[src/rtl/pdmr_pkg.sv]
// constants shared by the pdm microphone receiver files
// assumes a 100 MHz system clock and 32-bit avalon-mm buses
package pdmr_pkg;
  // ==========================================================
  // register byte offsets
  localparam logic [11:0] OFS_TASK_START = 12'h000;
  localparam logic [11:0] OFS_TASK_STOP = 12'h004;
  localparam logic [11:0] OFS_EV_STARTED = 12'h100;
  localparam logic [11:0] OFS_EV_STOPPED = 12'h104;
  localparam logic [11:0] OFS_EV_END = 12'h108;
  localparam logic [11:0] OFS_ENABLE = 12'h500;
  localparam logic [11:0] OFS_BIT_CLOCK_CONTROL = 12'h504;
  localparam logic [11:0] OFS_MODE = 12'h508;
  localparam logic [11:0] OFS_LEFT_GAIN = 12'h518;
  localparam logic [11:0] OFS_RIGHT_GAIN = 12'h51C;
  localparam logic [11:0] OFS_BUF_POINTER = 12'h560;
  localparam logic [11:0] OFS_BUF_LENGTH = 12'h564;
  // ==========================================================
  // field positions and reset values
  localparam int MODE_MONO_BIT = 0;
  localparam int MODE_SWAP_BIT = 1;
  localparam int CLOCK_FREQUENCY_SELECT_W = 8;
  localparam int LEN_W = 15;
  localparam logic [7:0] CLOCK_FREQUENCY_SELECT_RESET = 8'h31;
  localparam logic [7:0] GAIN_FLOOR = 8'h00;
  localparam logic [7:0] GAIN_CEILING = 8'h50;
  localparam logic [7:0] GAIN_RESET = 8'h28;
  localparam logic [7:0] GAIN_IDX_OFS = 8'h08;
  // inherent default gain in tenths of a dB; not referenced, the unity scale is exactly 1.0
  localparam int INHERENT_DEFAULT_GAIN_TENTHS = 32;
  // ==========================================================
  // timing and filter figures
  localparam int CLK_MHZ = 100;
  localparam int DECIM = 64;
  localparam int PCM_W = 16;
  localparam int OUT_RATE_KHZ = 16;
endpackage

[src/rtl/pdmr_decim.sv]
// one channel decimation filter and volume stage
// assumes one bit strobe per bit clock period from the capture logic
`timescale 1ns/10ps
module pdmr_decim #(
  parameter int DECIM = pdmr_pkg::DECIM
) (
  input wire logic mclk_in, // system clock
  input wire logic sys_rst_in, // synchronous reset
  input wire logic clear_in, // restart filter
  input wire logic bit_valid_in, // one bit captured
  input wire logic bit_in, // captured bit
  input wire logic [7:0] gain_in, // half-dB gain code
  output logic sample_valid_out, // one-cycle pcm strobe
  output logic [15:0] sample_out // pcm sample
);
  localparam int CW = $clog2(DECIM + 1);
  logic [CW-1:0] ones_q;
  logic [CW-1:0] ones_d;
  logic [CW-1:0] phase_q;
  logic frame_end;
  logic [7:0] gclip;
  logic [7:0] gidx;
  logic [2:0] octave;
  logic [3:0] frac;
  logic signed [17:0] pcm;
  logic signed [17:0] factor;
  logic signed [40:0] prod;
  logic signed [40:0] scaled;
  logic [15:0] sat;

  // twelve half-dB steps per octave, q14
  function automatic logic [16:0] semitone(input logic [3:0] k);
    case (k)
      4'h0: semitone = 17'h04000;
      4'h1: semitone = 17'h043CE;
      4'h2: semitone = 17'h047D6;
      4'h3: semitone = 17'h04C1C;
      4'h4: semitone = 17'h050A3;
      4'h5: semitone = 17'h0556E;
      4'h6: semitone = 17'h05A82;
      4'h7: semitone = 17'h05FE4;
      4'h8: semitone = 17'h06598;
      4'h9: semitone = 17'h06BA2;
      4'hA: semitone = 17'h07209;
      4'hB: semitone = 17'h078D1;
      default: semitone = 17'h04000;
    endcase
  endfunction

  // boxcar over one decimation frame; cheap, and aliasing is acceptable here
  assign frame_end = bit_valid_in && (phase_q == CW'(DECIM - 1));
  assign ones_d = ones_q + CW'(bit_in);
  assign pcm = 18'(signed'({1'b0, ones_d}) * 18'sd1024) - 18'sd32768;
  // software keeps the code in range; clip anyway so hardware stays sane
  assign gclip = (gain_in > pdmr_pkg::GAIN_CEILING) ? pdmr_pkg::GAIN_CEILING : gain_in;
  assign gidx = gclip + pdmr_pkg::GAIN_IDX_OFS;
  assign octave = 3'(gidx / 8'h0C);
  assign frac = 4'(gidx % 8'h0C);
  assign factor = signed'({1'b0, semitone(frac)});
  // -20..+20 dB in 0.5 dB steps around the reset code
  assign prod = 41'(pcm * factor);
  assign scaled = (prod <<< octave) >>> 18;
  assign sat = (scaled > 41'sd32767) ? 16'h7FFF :
               (scaled < -41'sd32768) ? 16'h8000 : scaled[15:0];

  // frame counter and accumulator
  always_ff @(posedge mclk_in) begin
    if (sys_rst_in || clear_in) begin
      ones_q <= '0;
      phase_q <= '0;
    end else if (bit_valid_in) begin
      ones_q <= frame_end ? '0 : ones_d;
      phase_q <= frame_end ? '0 : phase_q + CW'(1);
    end
  end

  // registered 16-bit output at bit rate / 64
  always_ff @(posedge mclk_in) begin
    if (sys_rst_in || clear_in) begin
      sample_valid_out <= 1'b0;
      sample_out <= 16'h0000;
    end else begin
      sample_valid_out <= frame_end;
      if (frame_end) begin
        sample_out <= sat;
      end
    end
  end
endmodule

[src/rtl/pdmr_top.sv]
// pdm microphone receiver: bit clock, capture, filters, dma writer, registers
// Notes on behaviour
// - generate bit clock, one shared data line
// - output 16-bit samples near 16 kHz
// - frequency field sets bit clock rate
// - bit clock derived cleanly from system clock
// - default left on falling, right rising
// - swap field exchanges capture edges
// - per-channel decimator, rate divided by 64
// - dma into one buffer, stereo or mono
// - start task runs, stop task ends
// - stop abandons current frame, drains dma, then stopped
// - stopped only after dma writes complete
// - volume stage spans -20 to +20 dB
// - gain steps 0.5 dB, default 3.2 dB; here reset code 0x28 gives unity (0 dB) scale
// - pointer double-buffered, started on latch
// - end event at count, continue, started
// - little endian, right high, left low
// assumes avalon-mm masters that hold requests until waitrequest is low
`timescale 1ns/10ps
module pdmr_top (
  input wire logic mclk_in, // 100 MHz system clock
  input wire logic sys_rst_in, // synchronous reset, active high
  input wire logic [11:0] avs_address_in, // register byte address
  input wire logic avs_read_in, // register read
  input wire logic avs_write_in, // register write
  input wire logic [31:0] avs_writedata_in, // register write data
  input wire logic [3:0] avs_byteenable_in, // byte enables
  output logic [31:0] avs_readdata_out, // register read data
  output logic avs_waitrequest_out, // slave stall
  output logic [31:0] dma_address_out, // dma byte address
  output logic dma_write_out, // dma write request
  output logic [31:0] dma_writedata_out, // dma data word
  output logic [3:0] dma_byteenable_out, // dma byte enables
  input wire logic dma_waitrequest_in, // dma stall from memory
  output logic microphone_bit_clock_out, // bit clock to microphones
  input wire logic mic_data_in // shared microphone data line
);
  // ==========================================================
  // state and registers
  typedef enum logic [1:0] {PDMR_IDLE, PDMR_RUN, PDMR_DRAIN} pdmr_state_type;
  pdmr_state_type state_q;
  pdmr_state_type state_d;
  logic enable_q;
  logic [7:0] clock_frequency_select_q;
  logic mono_q;
  logic swap_q;
  logic [7:0] left_gain_q;
  logic [7:0] right_gain_q;
  logic [31:0] next_ptr_q;
  logic [31:0] cur_ptr_q;
  logic [14:0] sample_buffer_length_q;
  logic [14:0] done_q;
  logic [29:0] word_idx_q;
  logic ev_started_q;
  logic ev_stopped_q;
  logic ev_end_q;
  logic waitreq_q;
  logic [31:0] rdata_q;
  logic [7:0] half_cnt_q;
  logic bclk_q;
  logic [15:0] left_hold_q;
  logic half_q;
  logic dma_busy_q;
  logic [31:0] dma_addr_q;
  logic [31:0] dma_data_q;

  // ==========================================================
  // register bus decode
  logic acc;
  logic wr_go;
  logic [31:0] rmux;
  logic sel_start;
  logic sel_stop;
  logic start_go;
  logic stop_go;
  assign acc = (avs_read_in || avs_write_in) && waitreq_q;
  // a write lands only in the cycle the master sees waitrequest low
  assign wr_go = avs_write_in && !waitreq_q && avs_byteenable_in[0];
  assign sel_start = avs_address_in == pdmr_pkg::OFS_TASK_START;
  assign sel_stop = avs_address_in == pdmr_pkg::OFS_TASK_STOP;
  // a start while not idle is ignored; restart needs the stopped event first
  assign start_go = wr_go && sel_start && avs_writedata_in[0] && enable_q
                    && (state_q == PDMR_IDLE);
  assign stop_go = wr_go && sel_stop && avs_writedata_in[0];

  // read mux; unmapped addresses read as zero
  always_comb begin
    rmux = 32'h0000_0000;
    case (avs_address_in)
      pdmr_pkg::OFS_EV_STARTED: rmux = {31'h0, ev_started_q};
      pdmr_pkg::OFS_EV_STOPPED: rmux = {31'h0, ev_stopped_q};
      pdmr_pkg::OFS_EV_END: rmux = {31'h0, ev_end_q};
      pdmr_pkg::OFS_ENABLE: rmux = {31'h0, enable_q};
      pdmr_pkg::OFS_BIT_CLOCK_CONTROL: rmux = {24'h0, clock_frequency_select_q};
      pdmr_pkg::OFS_MODE: rmux = {30'h0, swap_q, mono_q};
      pdmr_pkg::OFS_LEFT_GAIN: rmux = {24'h0, left_gain_q};
      pdmr_pkg::OFS_RIGHT_GAIN: rmux = {24'h0, right_gain_q};
      pdmr_pkg::OFS_BUF_POINTER: rmux = next_ptr_q;
      pdmr_pkg::OFS_BUF_LENGTH: rmux = {17'h0, sample_buffer_length_q};
      default: rmux = 32'h0000_0000;
    endcase
  end

  // fixed one-wait-state answer for every access
  always_ff @(posedge mclk_in) begin
    if (sys_rst_in) begin
      waitreq_q <= 1'b1;
      rdata_q <= 32'h0000_0000;
    end else begin
      waitreq_q <= !acc;
      if (acc) begin
        rdata_q <= rmux;
      end
    end
  end
  assign avs_waitrequest_out = waitreq_q;
  assign avs_readdata_out = rdata_q;

  // configuration registers; only byte lane 0 matters except the pointer and the buffer length
  always_ff @(posedge mclk_in) begin
    if (sys_rst_in) begin
      enable_q <= 1'b0;
      clock_frequency_select_q <= pdmr_pkg::CLOCK_FREQUENCY_SELECT_RESET;
      mono_q <= 1'b0;
      swap_q <= 1'b0;
      left_gain_q <= pdmr_pkg::GAIN_RESET;
      right_gain_q <= pdmr_pkg::GAIN_RESET;
      sample_buffer_length_q <= 15'h0000;
    end else if (wr_go) begin
      case (avs_address_in)
        pdmr_pkg::OFS_ENABLE: enable_q <= avs_writedata_in[0];
        pdmr_pkg::OFS_BIT_CLOCK_CONTROL: clock_frequency_select_q <= avs_writedata_in[7:0];
        pdmr_pkg::OFS_MODE: begin
          mono_q <= avs_writedata_in[pdmr_pkg::MODE_MONO_BIT];
          swap_q <= avs_writedata_in[pdmr_pkg::MODE_SWAP_BIT];
        end
        pdmr_pkg::OFS_LEFT_GAIN: left_gain_q <= avs_writedata_in[7:0];
        pdmr_pkg::OFS_RIGHT_GAIN: right_gain_q <= avs_writedata_in[7:0];
        pdmr_pkg::OFS_BUF_LENGTH: sample_buffer_length_q <= avs_writedata_in[14:0];
        default: ;
      endcase
    end
  end

  // ==========================================================
  // bit clock generator
  logic tick;
  logic rise;
  logic fall;
  logic [7:0] half_len;
  logic run_clk;
  assign run_clk = state_q == PDMR_RUN;
  // zero would stall the divider, so treat it as one
  assign half_len = (clock_frequency_select_q == 8'h00) ? 8'h01 : clock_frequency_select_q;
  assign tick = run_clk && (half_cnt_q == 8'h01);
  assign rise = tick && !bclk_q;
  assign fall = tick && bclk_q;

  // divider off the system clock: jitter is only the source's own
  always_ff @(posedge mclk_in) begin
    if (sys_rst_in || !run_clk) begin
      half_cnt_q <= pdmr_pkg::CLOCK_FREQUENCY_SELECT_RESET;
      bclk_q <= 1'b0;
    end else begin
      half_cnt_q <= tick ? half_len : half_cnt_q - 8'h01;
      bclk_q <= bclk_q ^ tick;
    end
  end
  assign microphone_bit_clock_out = bclk_q;

  // ==========================================================
  // edge capture and filters
  logic left_stb;
  logic right_stb;
  logic lv;
  logic rv;
  logic [15:0] ls;
  logic [15:0] rs;
  // data is sampled as the edge is made, i.e. at the end of the prior phase
  assign left_stb = swap_q ? rise : fall;
  assign right_stb = swap_q ? fall : rise;

  pdmr_decim u_left (
    .mclk_in(mclk_in),
    .sys_rst_in(sys_rst_in),
    .clear_in(start_go),
    .bit_valid_in(left_stb),
    .bit_in(mic_data_in),
    .gain_in(left_gain_q),
    .sample_valid_out(lv),
    .sample_out(ls)
  );

  pdmr_decim u_right (
    .mclk_in(mclk_in),
    .sys_rst_in(sys_rst_in),
    .clear_in(start_go),
    .bit_valid_in(right_stb),
    .bit_in(mic_data_in),
    .gain_in(right_gain_q),
    .sample_valid_out(rv),
    .sample_out(rs)
  );

  // ==========================================================
  // word packing
  logic word_rdy;
  logic [31:0] word;
  // stereo: right high, left low; mono: older left low, newer left high
  assign word_rdy = (state_q == PDMR_RUN) && (mono_q ? (lv && half_q) : rv);
  assign word = mono_q ? {ls, left_hold_q} : {rs, left_hold_q};

  // hold the left half until its partner arrives
  always_ff @(posedge mclk_in) begin
    if (sys_rst_in || start_go) begin
      left_hold_q <= 16'h0000;
      half_q <= 1'b0;
    end else if (lv) begin
      left_hold_q <= (mono_q && half_q) ? left_hold_q : ls;
      half_q <= mono_q ? !half_q : 1'b0;
    end
  end

  // ==========================================================
  // dma writer and buffer accounting
  logic dma_ack;
  logic buf_full;
  logic [14:0] done_next;
  assign dma_ack = dma_busy_q && !dma_waitrequest_in;
  assign done_next = done_q + 15'h0002;
  assign buf_full = dma_ack && (done_next >= sample_buffer_length_q);

  // no buffering: a word that finds the writer busy is lost
  always_ff @(posedge mclk_in) begin
    if (sys_rst_in) begin
      dma_busy_q <= 1'b0;
      dma_addr_q <= 32'h0000_0000;
      dma_data_q <= 32'h0000_0000;
    end else if (word_rdy && !dma_busy_q) begin
      dma_busy_q <= 1'b1;
      dma_addr_q <= cur_ptr_q + {word_idx_q, 2'b00};
      dma_data_q <= word;
    end else if (dma_ack) begin
      dma_busy_q <= 1'b0;
    end
  end
  assign dma_write_out = dma_busy_q;
  assign dma_address_out = dma_addr_q;
  assign dma_writedata_out = dma_data_q;
  assign dma_byteenable_out = 4'hF;

  // pointer latch: shadow written by software, live copy taken at start or wrap
  always_ff @(posedge mclk_in) begin
    if (sys_rst_in) begin
      next_ptr_q <= 32'h0000_0000;
      cur_ptr_q <= 32'h0000_0000;
      done_q <= 15'h0000;
      word_idx_q <= 30'h0000_0000;
    end else begin
      if (wr_go && (avs_address_in == pdmr_pkg::OFS_BUF_POINTER)) begin
        next_ptr_q <= {avs_writedata_in[31:2], 2'b00};
      end
      if (start_go || buf_full) begin
        cur_ptr_q <= next_ptr_q;
        done_q <= 15'h0000;
        word_idx_q <= 30'h0000_0000;
      end else if (dma_ack) begin
        done_q <= done_next;
        word_idx_q <= word_idx_q + 30'h0000_0001;
      end
    end
  end

  // ==========================================================
  // control sequence
  logic drained;
  assign drained = (state_q == PDMR_DRAIN) && !dma_busy_q;

  always_comb begin
    state_d = state_q;
    case (state_q)
      PDMR_IDLE: state_d = start_go ? PDMR_RUN : PDMR_IDLE;
      PDMR_RUN: state_d = stop_go ? PDMR_DRAIN : PDMR_RUN;
      PDMR_DRAIN: state_d = drained ? PDMR_IDLE : PDMR_DRAIN;
      default: state_d = PDMR_IDLE;
    endcase
  end

  always_ff @(posedge mclk_in) begin
    if (sys_rst_in) begin
      state_q <= PDMR_IDLE;
    end else begin
      state_q <= state_d;
    end
  end

  // sticky events: hardware set beats a software clear in the same cycle
  logic clr_started;
  logic clr_stopped;
  logic clr_end;
  assign clr_started = wr_go && (avs_address_in == pdmr_pkg::OFS_EV_STARTED);
  assign clr_stopped = wr_go && (avs_address_in == pdmr_pkg::OFS_EV_STOPPED);
  assign clr_end = wr_go && (avs_address_in == pdmr_pkg::OFS_EV_END);

  always_ff @(posedge mclk_in) begin
    if (sys_rst_in) begin
      ev_started_q <= 1'b0;
      ev_stopped_q <= 1'b0;
      ev_end_q <= 1'b0;
    end else begin
      ev_started_q <= (start_go || buf_full) || (ev_started_q && !clr_started);
      ev_stopped_q <= drained || (ev_stopped_q && !clr_stopped);
      ev_end_q <= (buf_full || drained) || (ev_end_q && !clr_end);
    end
  end

  // ==========================================================
  // checks
  a_idle_clock_low: assert property (@(posedge mclk_in) disable iff (sys_rst_in)
    (state_q == PDMR_IDLE) |-> !bclk_q && !dma_busy_q)
    else $error("bit clock or dma active while idle");
  a_stop_drains: assert property (@(posedge mclk_in) disable iff (sys_rst_in)
    $rose(ev_stopped_q) |-> $past(state_q) == PDMR_DRAIN && !$past(dma_busy_q))
    else $error("stopped raised with dma pending");
  a_stop_enters_drain: assert property (@(posedge mclk_in) disable iff (sys_rst_in)
    (stop_go && state_q == PDMR_RUN) |=> state_q == PDMR_DRAIN)
    else $error("stop did not enter drain");
  a_start_runs: assert property (@(posedge mclk_in) disable iff (sys_rst_in)
    start_go |=> state_q == PDMR_RUN && ev_started_q)
    else $error("start did not run");
  a_wrap_latch: assert property (@(posedge mclk_in) disable iff (sys_rst_in)
    buf_full |=> cur_ptr_q == $past(next_ptr_q) && ev_end_q && ev_started_q)
    else $error("buffer wrap did not latch pointer");
  a_dma_hold: assert property (@(posedge mclk_in) disable iff (sys_rst_in)
    (dma_busy_q && dma_waitrequest_in) |=> dma_busy_q && $stable(dma_addr_q))
    else $error("dma request dropped while stalled");
  a_edge_split: assert property (@(posedge mclk_in) disable iff (sys_rst_in)
    left_stb |-> (swap_q ? !bclk_q : bclk_q))
    else $error("left captured on wrong edge");
  // watched at a four-cycle half period; a stop mid-phase abandons the attempt
  a_half_period: assert property (@(posedge mclk_in) disable iff (sys_rst_in || !run_clk)
    (tick && half_len == 8'h04) |=> !tick [*3] ##1 tick)
    else $error("bit clock half period wrong");
  a_stereo_layout: assert property (@(posedge mclk_in) disable iff (sys_rst_in)
    (word_rdy && !dma_busy_q && !mono_q) |=> dma_data_q[31:16] == $past(rs))
    else $error("right sample not in high half");
endmodule

[config.mk]
export PLATFORM = sky130hd
export DESIGN_NAME = pdmr_top
export DESIGN_NICKNAME = d
export VERILOG_FILES = /design/src/rtl/pdmr_pkg.sv /design/src/rtl/pdmr_decim.sv /design/src/rtl/pdmr_top.sv
export SDC_FILE = /design/constraint.sdc
export NUM_CORES = 2
export LEC_CHECK = 0
export ABC_AREA = 0
export BUFFER_PORTS_ARGS = -buffer_cell sky130_fd_sc_hd__buf_2
export CAP_MARGIN = 20
export CORE_MARGIN = 5
export CORE_UTILIZATION = 65
export CTS_BUF_LIST = sky130_fd_sc_hd__clkbuf_4
export CTS_CLUSTER_SIZE = 30
export DETAILED_ROUTE_END_ITERATION = 7
export PLACE_DENSITY = 0.91
export SYNTH_ARGS = -nofsm -noshare
export SYNTH_HDL_FRONTEND = slang
export SYNTH_SLANG_ARGS = --single-unit
[constraint.sdc]
create_clock -name mclk_in -period 16.3 [get_ports mclk_in]
set_clock_uncertainty 0.1 [all_clocks]
set_input_delay 2.445 -clock mclk_in [delete_from_list [all_inputs] [get_ports mclk_in]]
set_output_delay 2.445 -clock mclk_in [all_outputs]
set_load 0.05 [all_outputs]
---- Word level (Yosys, flattened, before mapping) ----
Memories as Yosys holds them, arrays and structs flattened.
Cells that the tools add are included.
W data, S select, Z words.
storage, ports and cells
  output and inout port bits .............. 103
  memories kept ........................... 2
  memory bits (read-only) ................. 448
  register bits after elaboration ......... 338
cells by class
  equality and inequality tests ........... 16
  multiply operators ...................... 2
  shifts and indexed selects .............. 2
  div/mod/pow operators ................... 4
  order comparisons ....................... 7
  add/sub/neg operators ................... 12
  bitwise operators ....................... 2
  reduce and logical (&&, ||, !) cells .... 58
  mux-type cells .......................... 24
memories
  name             depth  bits a word  read ports  clocked after memory_dff  write ports  line              RTL
  (no name shown)  16     14           1           0                         0            pdmr_decim.sv:33  case (k)
  (no name shown)  16     14           1           0                         0            pdmr_decim.sv:33
operator list
  cell                      number
  $pmux W32 S10             1
  $eq A12 B11 Y1 const B    7
  $sshl A36 B3 Y41          2
  $mul A18 B18 Y36          2
  $mux W16                  4
  $gt A23 B16 Y1 const B    2
  $lt A23 B16 Y1 const B    2
  $eq A12 B9 Y1 const B     3
  $sub A17 B16 Y18 const B  2
  $add A32 B32 Y32          1
  $mux W32                  1
  $mux W8                   4
  $add A30 B1 Y30 const B   1
  $logic_and A1 B1 Y1       28
  $mux W7                   4
  $add A8 B4 Y8 const B     2
  $div A8 B4 Y8 const B     2
  $gt A8 B7 Y1 const B      2
  $mod A8 B4 Y8 const B     2
  $add A15 B2 Y15 const B   1
  $ge A15 B15 Y1            1
  $add A7 B1 Y7             2
  $add A7 B1 Y7 const B     2
  $eq A7 B6 Y1 const B      2
  18 further kinds          47

---- Longest topological paths before layout ----
An unclocked memory read counts as a cell.
  word-level depth ........................ 10
  mapped depth ............................ 48
  mapped depth without buffers ............ 42

---- Cells and area by module ----
From an unflattened synthesis, not the netlist that was laid out.
second synthesis, totals
  cells, all modules ...................... 3790
  area total of the unflattened synthesis .. 31385.1 um^2
modules (own cells, without submodules)
  module                 times used  seq. area each (um^2)  cells an instance  area an instance (um^2)
  pdmr_top               1           5465.2                 1586               13022.5
  pdmr_decim at u_right  1           620.6                  1114               9202.6
  pdmr_decim at u_left   1           620.6                  1090               9160.0

---- Least setup slack after synthesis ----
No wires, ideal clock.
  path type ............................... input -> register
  start point ............................. in mic_data_in
  end point ............................... reg u_right.sample_out[11]
  setup time .............................. 0.122 ns
  buffers on the path ..................... 6
  slack ................................... 5.395 ns
  data arrival time ....................... 10.683 ns
  cell stages on the path ................. 36
  cell sequence ........................... ha_1 nand2_1 nor2_1 xor2_1 inv_1 clkbuf_1 ha_1 clkbuf_1 nand2_1 fa_1 inv_1 fa_1 clkbuf_1 clkbuf_1 xor2_1 ha_1 a21o_1 fa_1 fa_1 inv_1 fa_1 inv_1 ha_1 clkbuf_1 and2_1 a221o_1 or3_1 o22ai_2 mux2_2 o21ai_0 o311ai_0 a211oi_1 a31oi_1 nor2_2 buf_2 a21oi_1
between the ends
  longest elaborated chain between the ends .. 7
  elaborated cells between the ends (all ways) .. 8
  those cells by class .................... add/sub (2); mul (1); order compare (2); shift (1); mux (2)
RTL lines
  element                 line              RTL
  start: declaration      pdmr_top.sv:37    input wire logic mic_data_in
  $add A7 B1 Y7 (*)       pdmr_decim.sv:52  assign ones_d = ones_q + CW'(bit_in);
  $sub A17 B16 Y18 (*)    pdmr_decim.sv:53  assign pcm = 18'(signed'({1'b0, ones_d}) * 18'sd1024) - 18'sd32768;
  $mul A18 B18 Y36 (*)    pdmr_decim.sv:61  assign prod = 41'(pcm * factor);
  $sshl A36 B3 Y41 (*)    pdmr_decim.sv:62  assign scaled = (prod <<< octave) >>> 18;
  $lt A23 B16 Y1          pdmr_decim.sv:64  (scaled < -41'sd32768) ? 16'h8000 : scaled[15:0];
  $mux W16                pdmr_decim.sv:64
  $mux W16 (*)            pdmr_decim.sv:63  assign sat = (scaled > 41'sd32767) ? 16'h7FFF :
  end signal: assignment  pdmr_decim.sv:85  sample_out <= sat;
  end: declaration        pdmr_decim.sv:14  output logic [15:0] sample_out
Mark *: on every way between the ends. The rest lies on a longest branch, timed or not.
A chain may end at the register's enable or synchronous reset.

---- Worst setup path in the final report ----
  start point ............................. reg left_gain_q[1]
  end point ............................... reg u_left.sample_out[10]
between the ends
  longest elaborated chain between the ends .. 10
  elaborated cells between the ends (all ways) .. 12
  those cells by class .................... add/sub (1); mul (1); div (2); order compare (3); shift (1); mux (3); memory (1)
RTL lines
  element                   line              RTL
  start: declaration        pdmr_top.sv:48    logic [7:0] left_gain_q;
  start signal: assignment  pdmr_top.sv:127   left_gain_q <= pdmr_pkg::GAIN_RESET;
  start signal: assignment  pdmr_top.sv:138   pdmr_pkg::OFS_LEFT_GAIN: left_gain_q <= avs_writedata_in[7:0];
  $gt A8 B7 Y1              pdmr_decim.sv:55  assign gclip = (gain_in > pdmr_pkg::GAIN_CEILING) ? pdmr_pkg::GAIN_CEILING : gain_in;
  $mux W8 (*)               pdmr_decim.sv:55
  $add A8 B4 Y8 (*)         pdmr_decim.sv:56  assign gidx = gclip + pdmr_pkg::GAIN_IDX_OFS;
  $mod A8 B4 Y8             pdmr_decim.sv:58  assign frac = 4'(gidx % 8'h0C);
  $mem_v2 Z16 W14           -
  $mul A18 B18 Y36          pdmr_decim.sv:61
  $sshl A36 B3 Y41 (*)      pdmr_decim.sv:62
  $lt A23 B16 Y1            pdmr_decim.sv:64
  $mux W16                  pdmr_decim.sv:64
  $mux W16 (*)              pdmr_decim.sv:63
  end signal: assignment    pdmr_decim.sv:85
  end: declaration          pdmr_decim.sv:14
Marks and branches as above.

==> qor.csv <==
stage;metric;value;unit
critical_path;worst r2r src;left_gain_q[1]$_SDFFE_PP0P_;
floorplan;die width;225.1;um
worst_hold_path;hold depth;2;
synth;asr flop ratio synth;0;
cells_and_area;Post-Route Utilization;0.7066;
clock_tree;H-Tree Level Count;3;
cells_and_area;most used cells in the layout excluding fill and tap cells;nand2_1, inv_1, dfxtp_1, nor2_1, a21oi_1;
critical_path;Crit Path Class;register to register;
power_and_ir_drop;P per Cell Area;48.33;nW/um^2
sta;TNS Setup;0;ns
synth;Netlist cell types;101;
synth;Syn Area/Cell;8.177;sq um
cells_and_area;finished layout cell area;32200;sq um
critical_path;Max FO, Critical Path;15;
synth;top cell type's share of synthesized area;0.2229;
synth;Mapped Area;30080;sq um
drt;DRT Wirelength;77510;um
cells_and_area;Area Growth Syn to Fin;7.050;%
global_route;largest net degree at the start of global routing;124;
power_and_ir_drop;LEAKAGE;14.85;nW
sta;final setup fails;0;
drt;Via density;6.016;
sta;Final period util;0.7779;
synth;mux contribution to synthesized area;0.03968;
critical_path;Crit. End Element;register;
place;hpwl dp;58680;um
worst_hold_path;Worst Hold Launch;dma_address_out[12]$_SDFFE_PP0P_;
global_route;first-pass GRT wire length;126600;um
synth;Yosys reg bits;335;
floorplan;Die Span Y;225.1;um
synth;Post-synth EDFFs;0;
synth;xor/xnor cell area share of the yosys netlist;0.04363;
critical_path;startpoint types;register;
drt;Antenna Nets Post-Route;0;
clock_tree;CTS buffer count;81;
sta;actual slew at the worst max-slew pin;1.120;ns
power_and_ir_drop;Tot Pwr;1.556;mW
critical_path;Slowest Stage Delay on Critical Path;1.04;ns
drt;DRC errors left;2;
cells_and_area;commonest non-fill, non-tap cell in the layout;nand2_1;
worst_hold_path;Hold Path Class;register to register;
critical_path;Reg2Reg Setup Slack;3.62;ns
critical_path;FF-to-FF path depth;37;
synth;synthesis warning total;0;
synth;ys flop type;dfxtp_1;
clock_tree;cts hold-fix bufs;0;
clock_tree;post-cts repair resize count;0;
cells_and_area;layout cells sized above 1;0.1005;
place;gp weighted congestion;0.9331;
sta;Max Slew Vio Count;0;
clock_tree;Clock transition at path regs;0.07;ns
cells_and_area;Fill cells;3302;
sta;Rel. slew slack;0.2503;
clock_tree;Skew-Pair Late Insertion Delay;0.73;ns
synth;adder and majority gate portion of the synthesized area;0.2738;
cells_and_area;register area;6706;sq um
drt;drt wl/cell;17.49;um
synth;Seq/Total Area, Yosys;0.2229;
place;dpl cell area;31130;sq um
floorplan;core box area;45580;sq um
synth;Post-Syn Instances;3679;
clock_tree;CTS tree;done;
floorplan;Die ar.;50680;sq um
synth;cell taking the most area after synthesis;dfxtp_1;
drt;via count;26660;
sta;Final Hold Fails;0;
sta;Final Hold Slack;0.3514;ns
synth;Compound-Gate Fraction of Synth Area;0.1526;
global_route;initial antenna violation count;1;
worst_hold_path;hold endpoint;dma_address_out[12]$_SDFFE_PP0P_;
critical_path;CP max-delay cell;fa_1;
sta;RSZ-0062 raised after global routing;false;
power_and_ir_drop;worst vdd ir;0.06545;mV
floorplan;I/O pins;157;
run_status;failing checks;DRC;
floorplan;initial core utilization;0.6601;
critical_path;Worst path most repeated cell;fa_1;
drt;Detailed Route Iter0 Violations;2756;
critical_path;Worst EP arrival;13.26;ns
synth;largest family of logic cells by synthesized area;adder cells;
global_route;Tot GR Track Use;0.2987;
sta;min Tclk post-route;12.68;ns
cells_and_area;area of the multi-input gates;21160;sq um
run_status;run status;complete, but fails checks;
floorplan;cell row count;78;
clock_tree;setup bufs post-CTS;0;
cells_and_area;Layout Nets;4323;
clock_tree;clk sink count;335;
global_route;vias in the first global route;26080;
clock_tree;Max clock buf depth;3;
synth;post-synthesis simple-gate area fraction;0.1914;
critical_path;R2R Path End;u_left.sample_out[10]$_SDFFE_PP0P_;
sta;FMAX;0.07887;GHz
run;Max Cap Viol;0;
global_route;GR Overflow Total;0;
synth;Synth area leaders;dfxtp_1, fa_1, ha_1;
clock_tree;CTS root buffer;clkbuf_4;
drt;drt pass-1 iters;8;
place;number of I/O port buffers;147;
critical_path;WP data required;16.88;ns
## per-stage QoR
step                std cells  setup slack, ns
floorplan                3683            5.395
global placement         4284            3.886
detailed placement       4284            3.660
CTS                      4424            3.890
global route             4431            2.790
finish                   4431            3.620
## worst max-delay path by stage
stage / slack [ns] / from / endpoint
final: 3.62 / left_gain_q[1]$_SDFFE_PP0P_ / u_left.sample_out[10]$_SDFFE_PP0P_
after global routing: 2.79 / left_gain_q[0]$_SDFFE_PP0P_ / u_left.sample_out[14]$_SDFFE_PP0P_
after CTS: 3.89 / left_gain_q[0]$_SDFFE_PP0P_ / u_left.sample_out[10]$_SDFFE_PP0P_
after detailed placement: 3.66 / mic_data_in / u_left.sample_out[10]$_SDFFE_PP0P_
after global placement: 3.89 / mic_data_in / u_right.sample_out[13]$_SDFFE_PP0P_
after floorplan: 5.40 / mic_data_in / u_right.sample_out[11]$_SDFFE_PP0P_
## cells in the mapped netlist (all sizes together), types with 7 or more instances
| master | n |
|---|---|
| a22oi | 13 |
| inv | 412 |
| a221oi | 10 |
| a31oi | 23 |
| xnor2 | 85 |
| a211o | 11 |
| a21o | 36 |
| and2 | 63 |
| nand3 | 79 |
| ha | 227 |
| nand4 | 22 |
| a211oi | 53 |
| buf | 51 |
| clkbuf | 125 |
| dfxtp | 335 |
| o211ai | 17 |
| nor2b | 25 |
| or2 | 17 |
| mux2i | 99 |
| o221ai | 15 |
| mux2 | 18 |
| o21ai | 99 |
| o21a | 36 |
| nand2 | 542 |
| or3 | 15 |
| a21oi | 310 |
| and3 | 21 |
| nor2 | 332 |
| nand2b | 46 |
| o21bai | 12 |
| o22ai | 9 |
| nor4 | 8 |
| fa | 269 |
| o31ai | 7 |
| xor2 | 64 |
| a222oi | 7 |
| nand3b | 13 |
| nor3 | 63 |
## metal layers
| layer | GRT usage | wire length (um) | vias to the layer above | part of all wire |
|---|---|---|---|---|
| met1 | 0.3995 | 31250 | 12640 | 0.40 |
| met2 | 0.4868 | 36260 | 1296 | 0.47 |
| met3 | 0.04872 | 6705 | 247 | 0.087 |
| met5 | 0 | 0 | - | 0 |
| li1 | - | - | 12470 | - |
| met4 | 0.1226 | 3296 | 0 | 0.043 |
## power breakdown
group          switching, mW  internal, mW  total [mW]
combinational         0.0478        0.0154      0.0632
sequential           0.00147         0.820       0.821
clock                  0.343         0.329       0.672
## logic make-up (layout without fill, tap and decap cells)
family | Yosys count | in the layout
mux | 117 | 117
flops | 335 | 335
buf+inv | 588 | 735
simple gates | 1279 | 1279
fa+ha+maj | 497 | 497
other cells | 2 | 7
compound gates | 712 | 712
xor+xnor | 149 | 149
## worst max-delay path: cells and delay by family, from the launching register on
kind                     cells  cell delay [ns]
buffers and inverters        3             0.18
flip-flops                   1             0.39
XOR/XNOR                     1             0.23
AO/OA/AOI/OAI               15             3.68
AND/OR/NAND/NOR             10             3.74
adder cells (fa/ha/maj)      8             4.27
## area by class of cell
type                    count  area share
multi-input cells        2760      0.6571
inverters                 412     0.04802
repair buffers            183     0.03303
flip-flops and latches    335      0.2083
clock inverters            23    0.002914
diodes                      1  0.00007771
well taps                 600     0.02331
clock buffers             117     0.02727
## registers in the layout, summed over array words and instances, names as in the netlist, 8 cells and up
signal                    flops
u_left.sample_out            16
clock_frequency_select_q      8
u_right.sample_out           16
dma_writedata_out            32
next_ptr_q                   30
left_gain_q                   8
avs_readdata_out             32
done_q                       14
left_hold_q                  16
cur_ptr_q                    30
half_cnt_q                    8
word_idx_q                   30
right_gain_q                  8
dma_address_out              30
sample_buffer_length_q       15
Note: power is estimated with default switching activity, not from simulation.
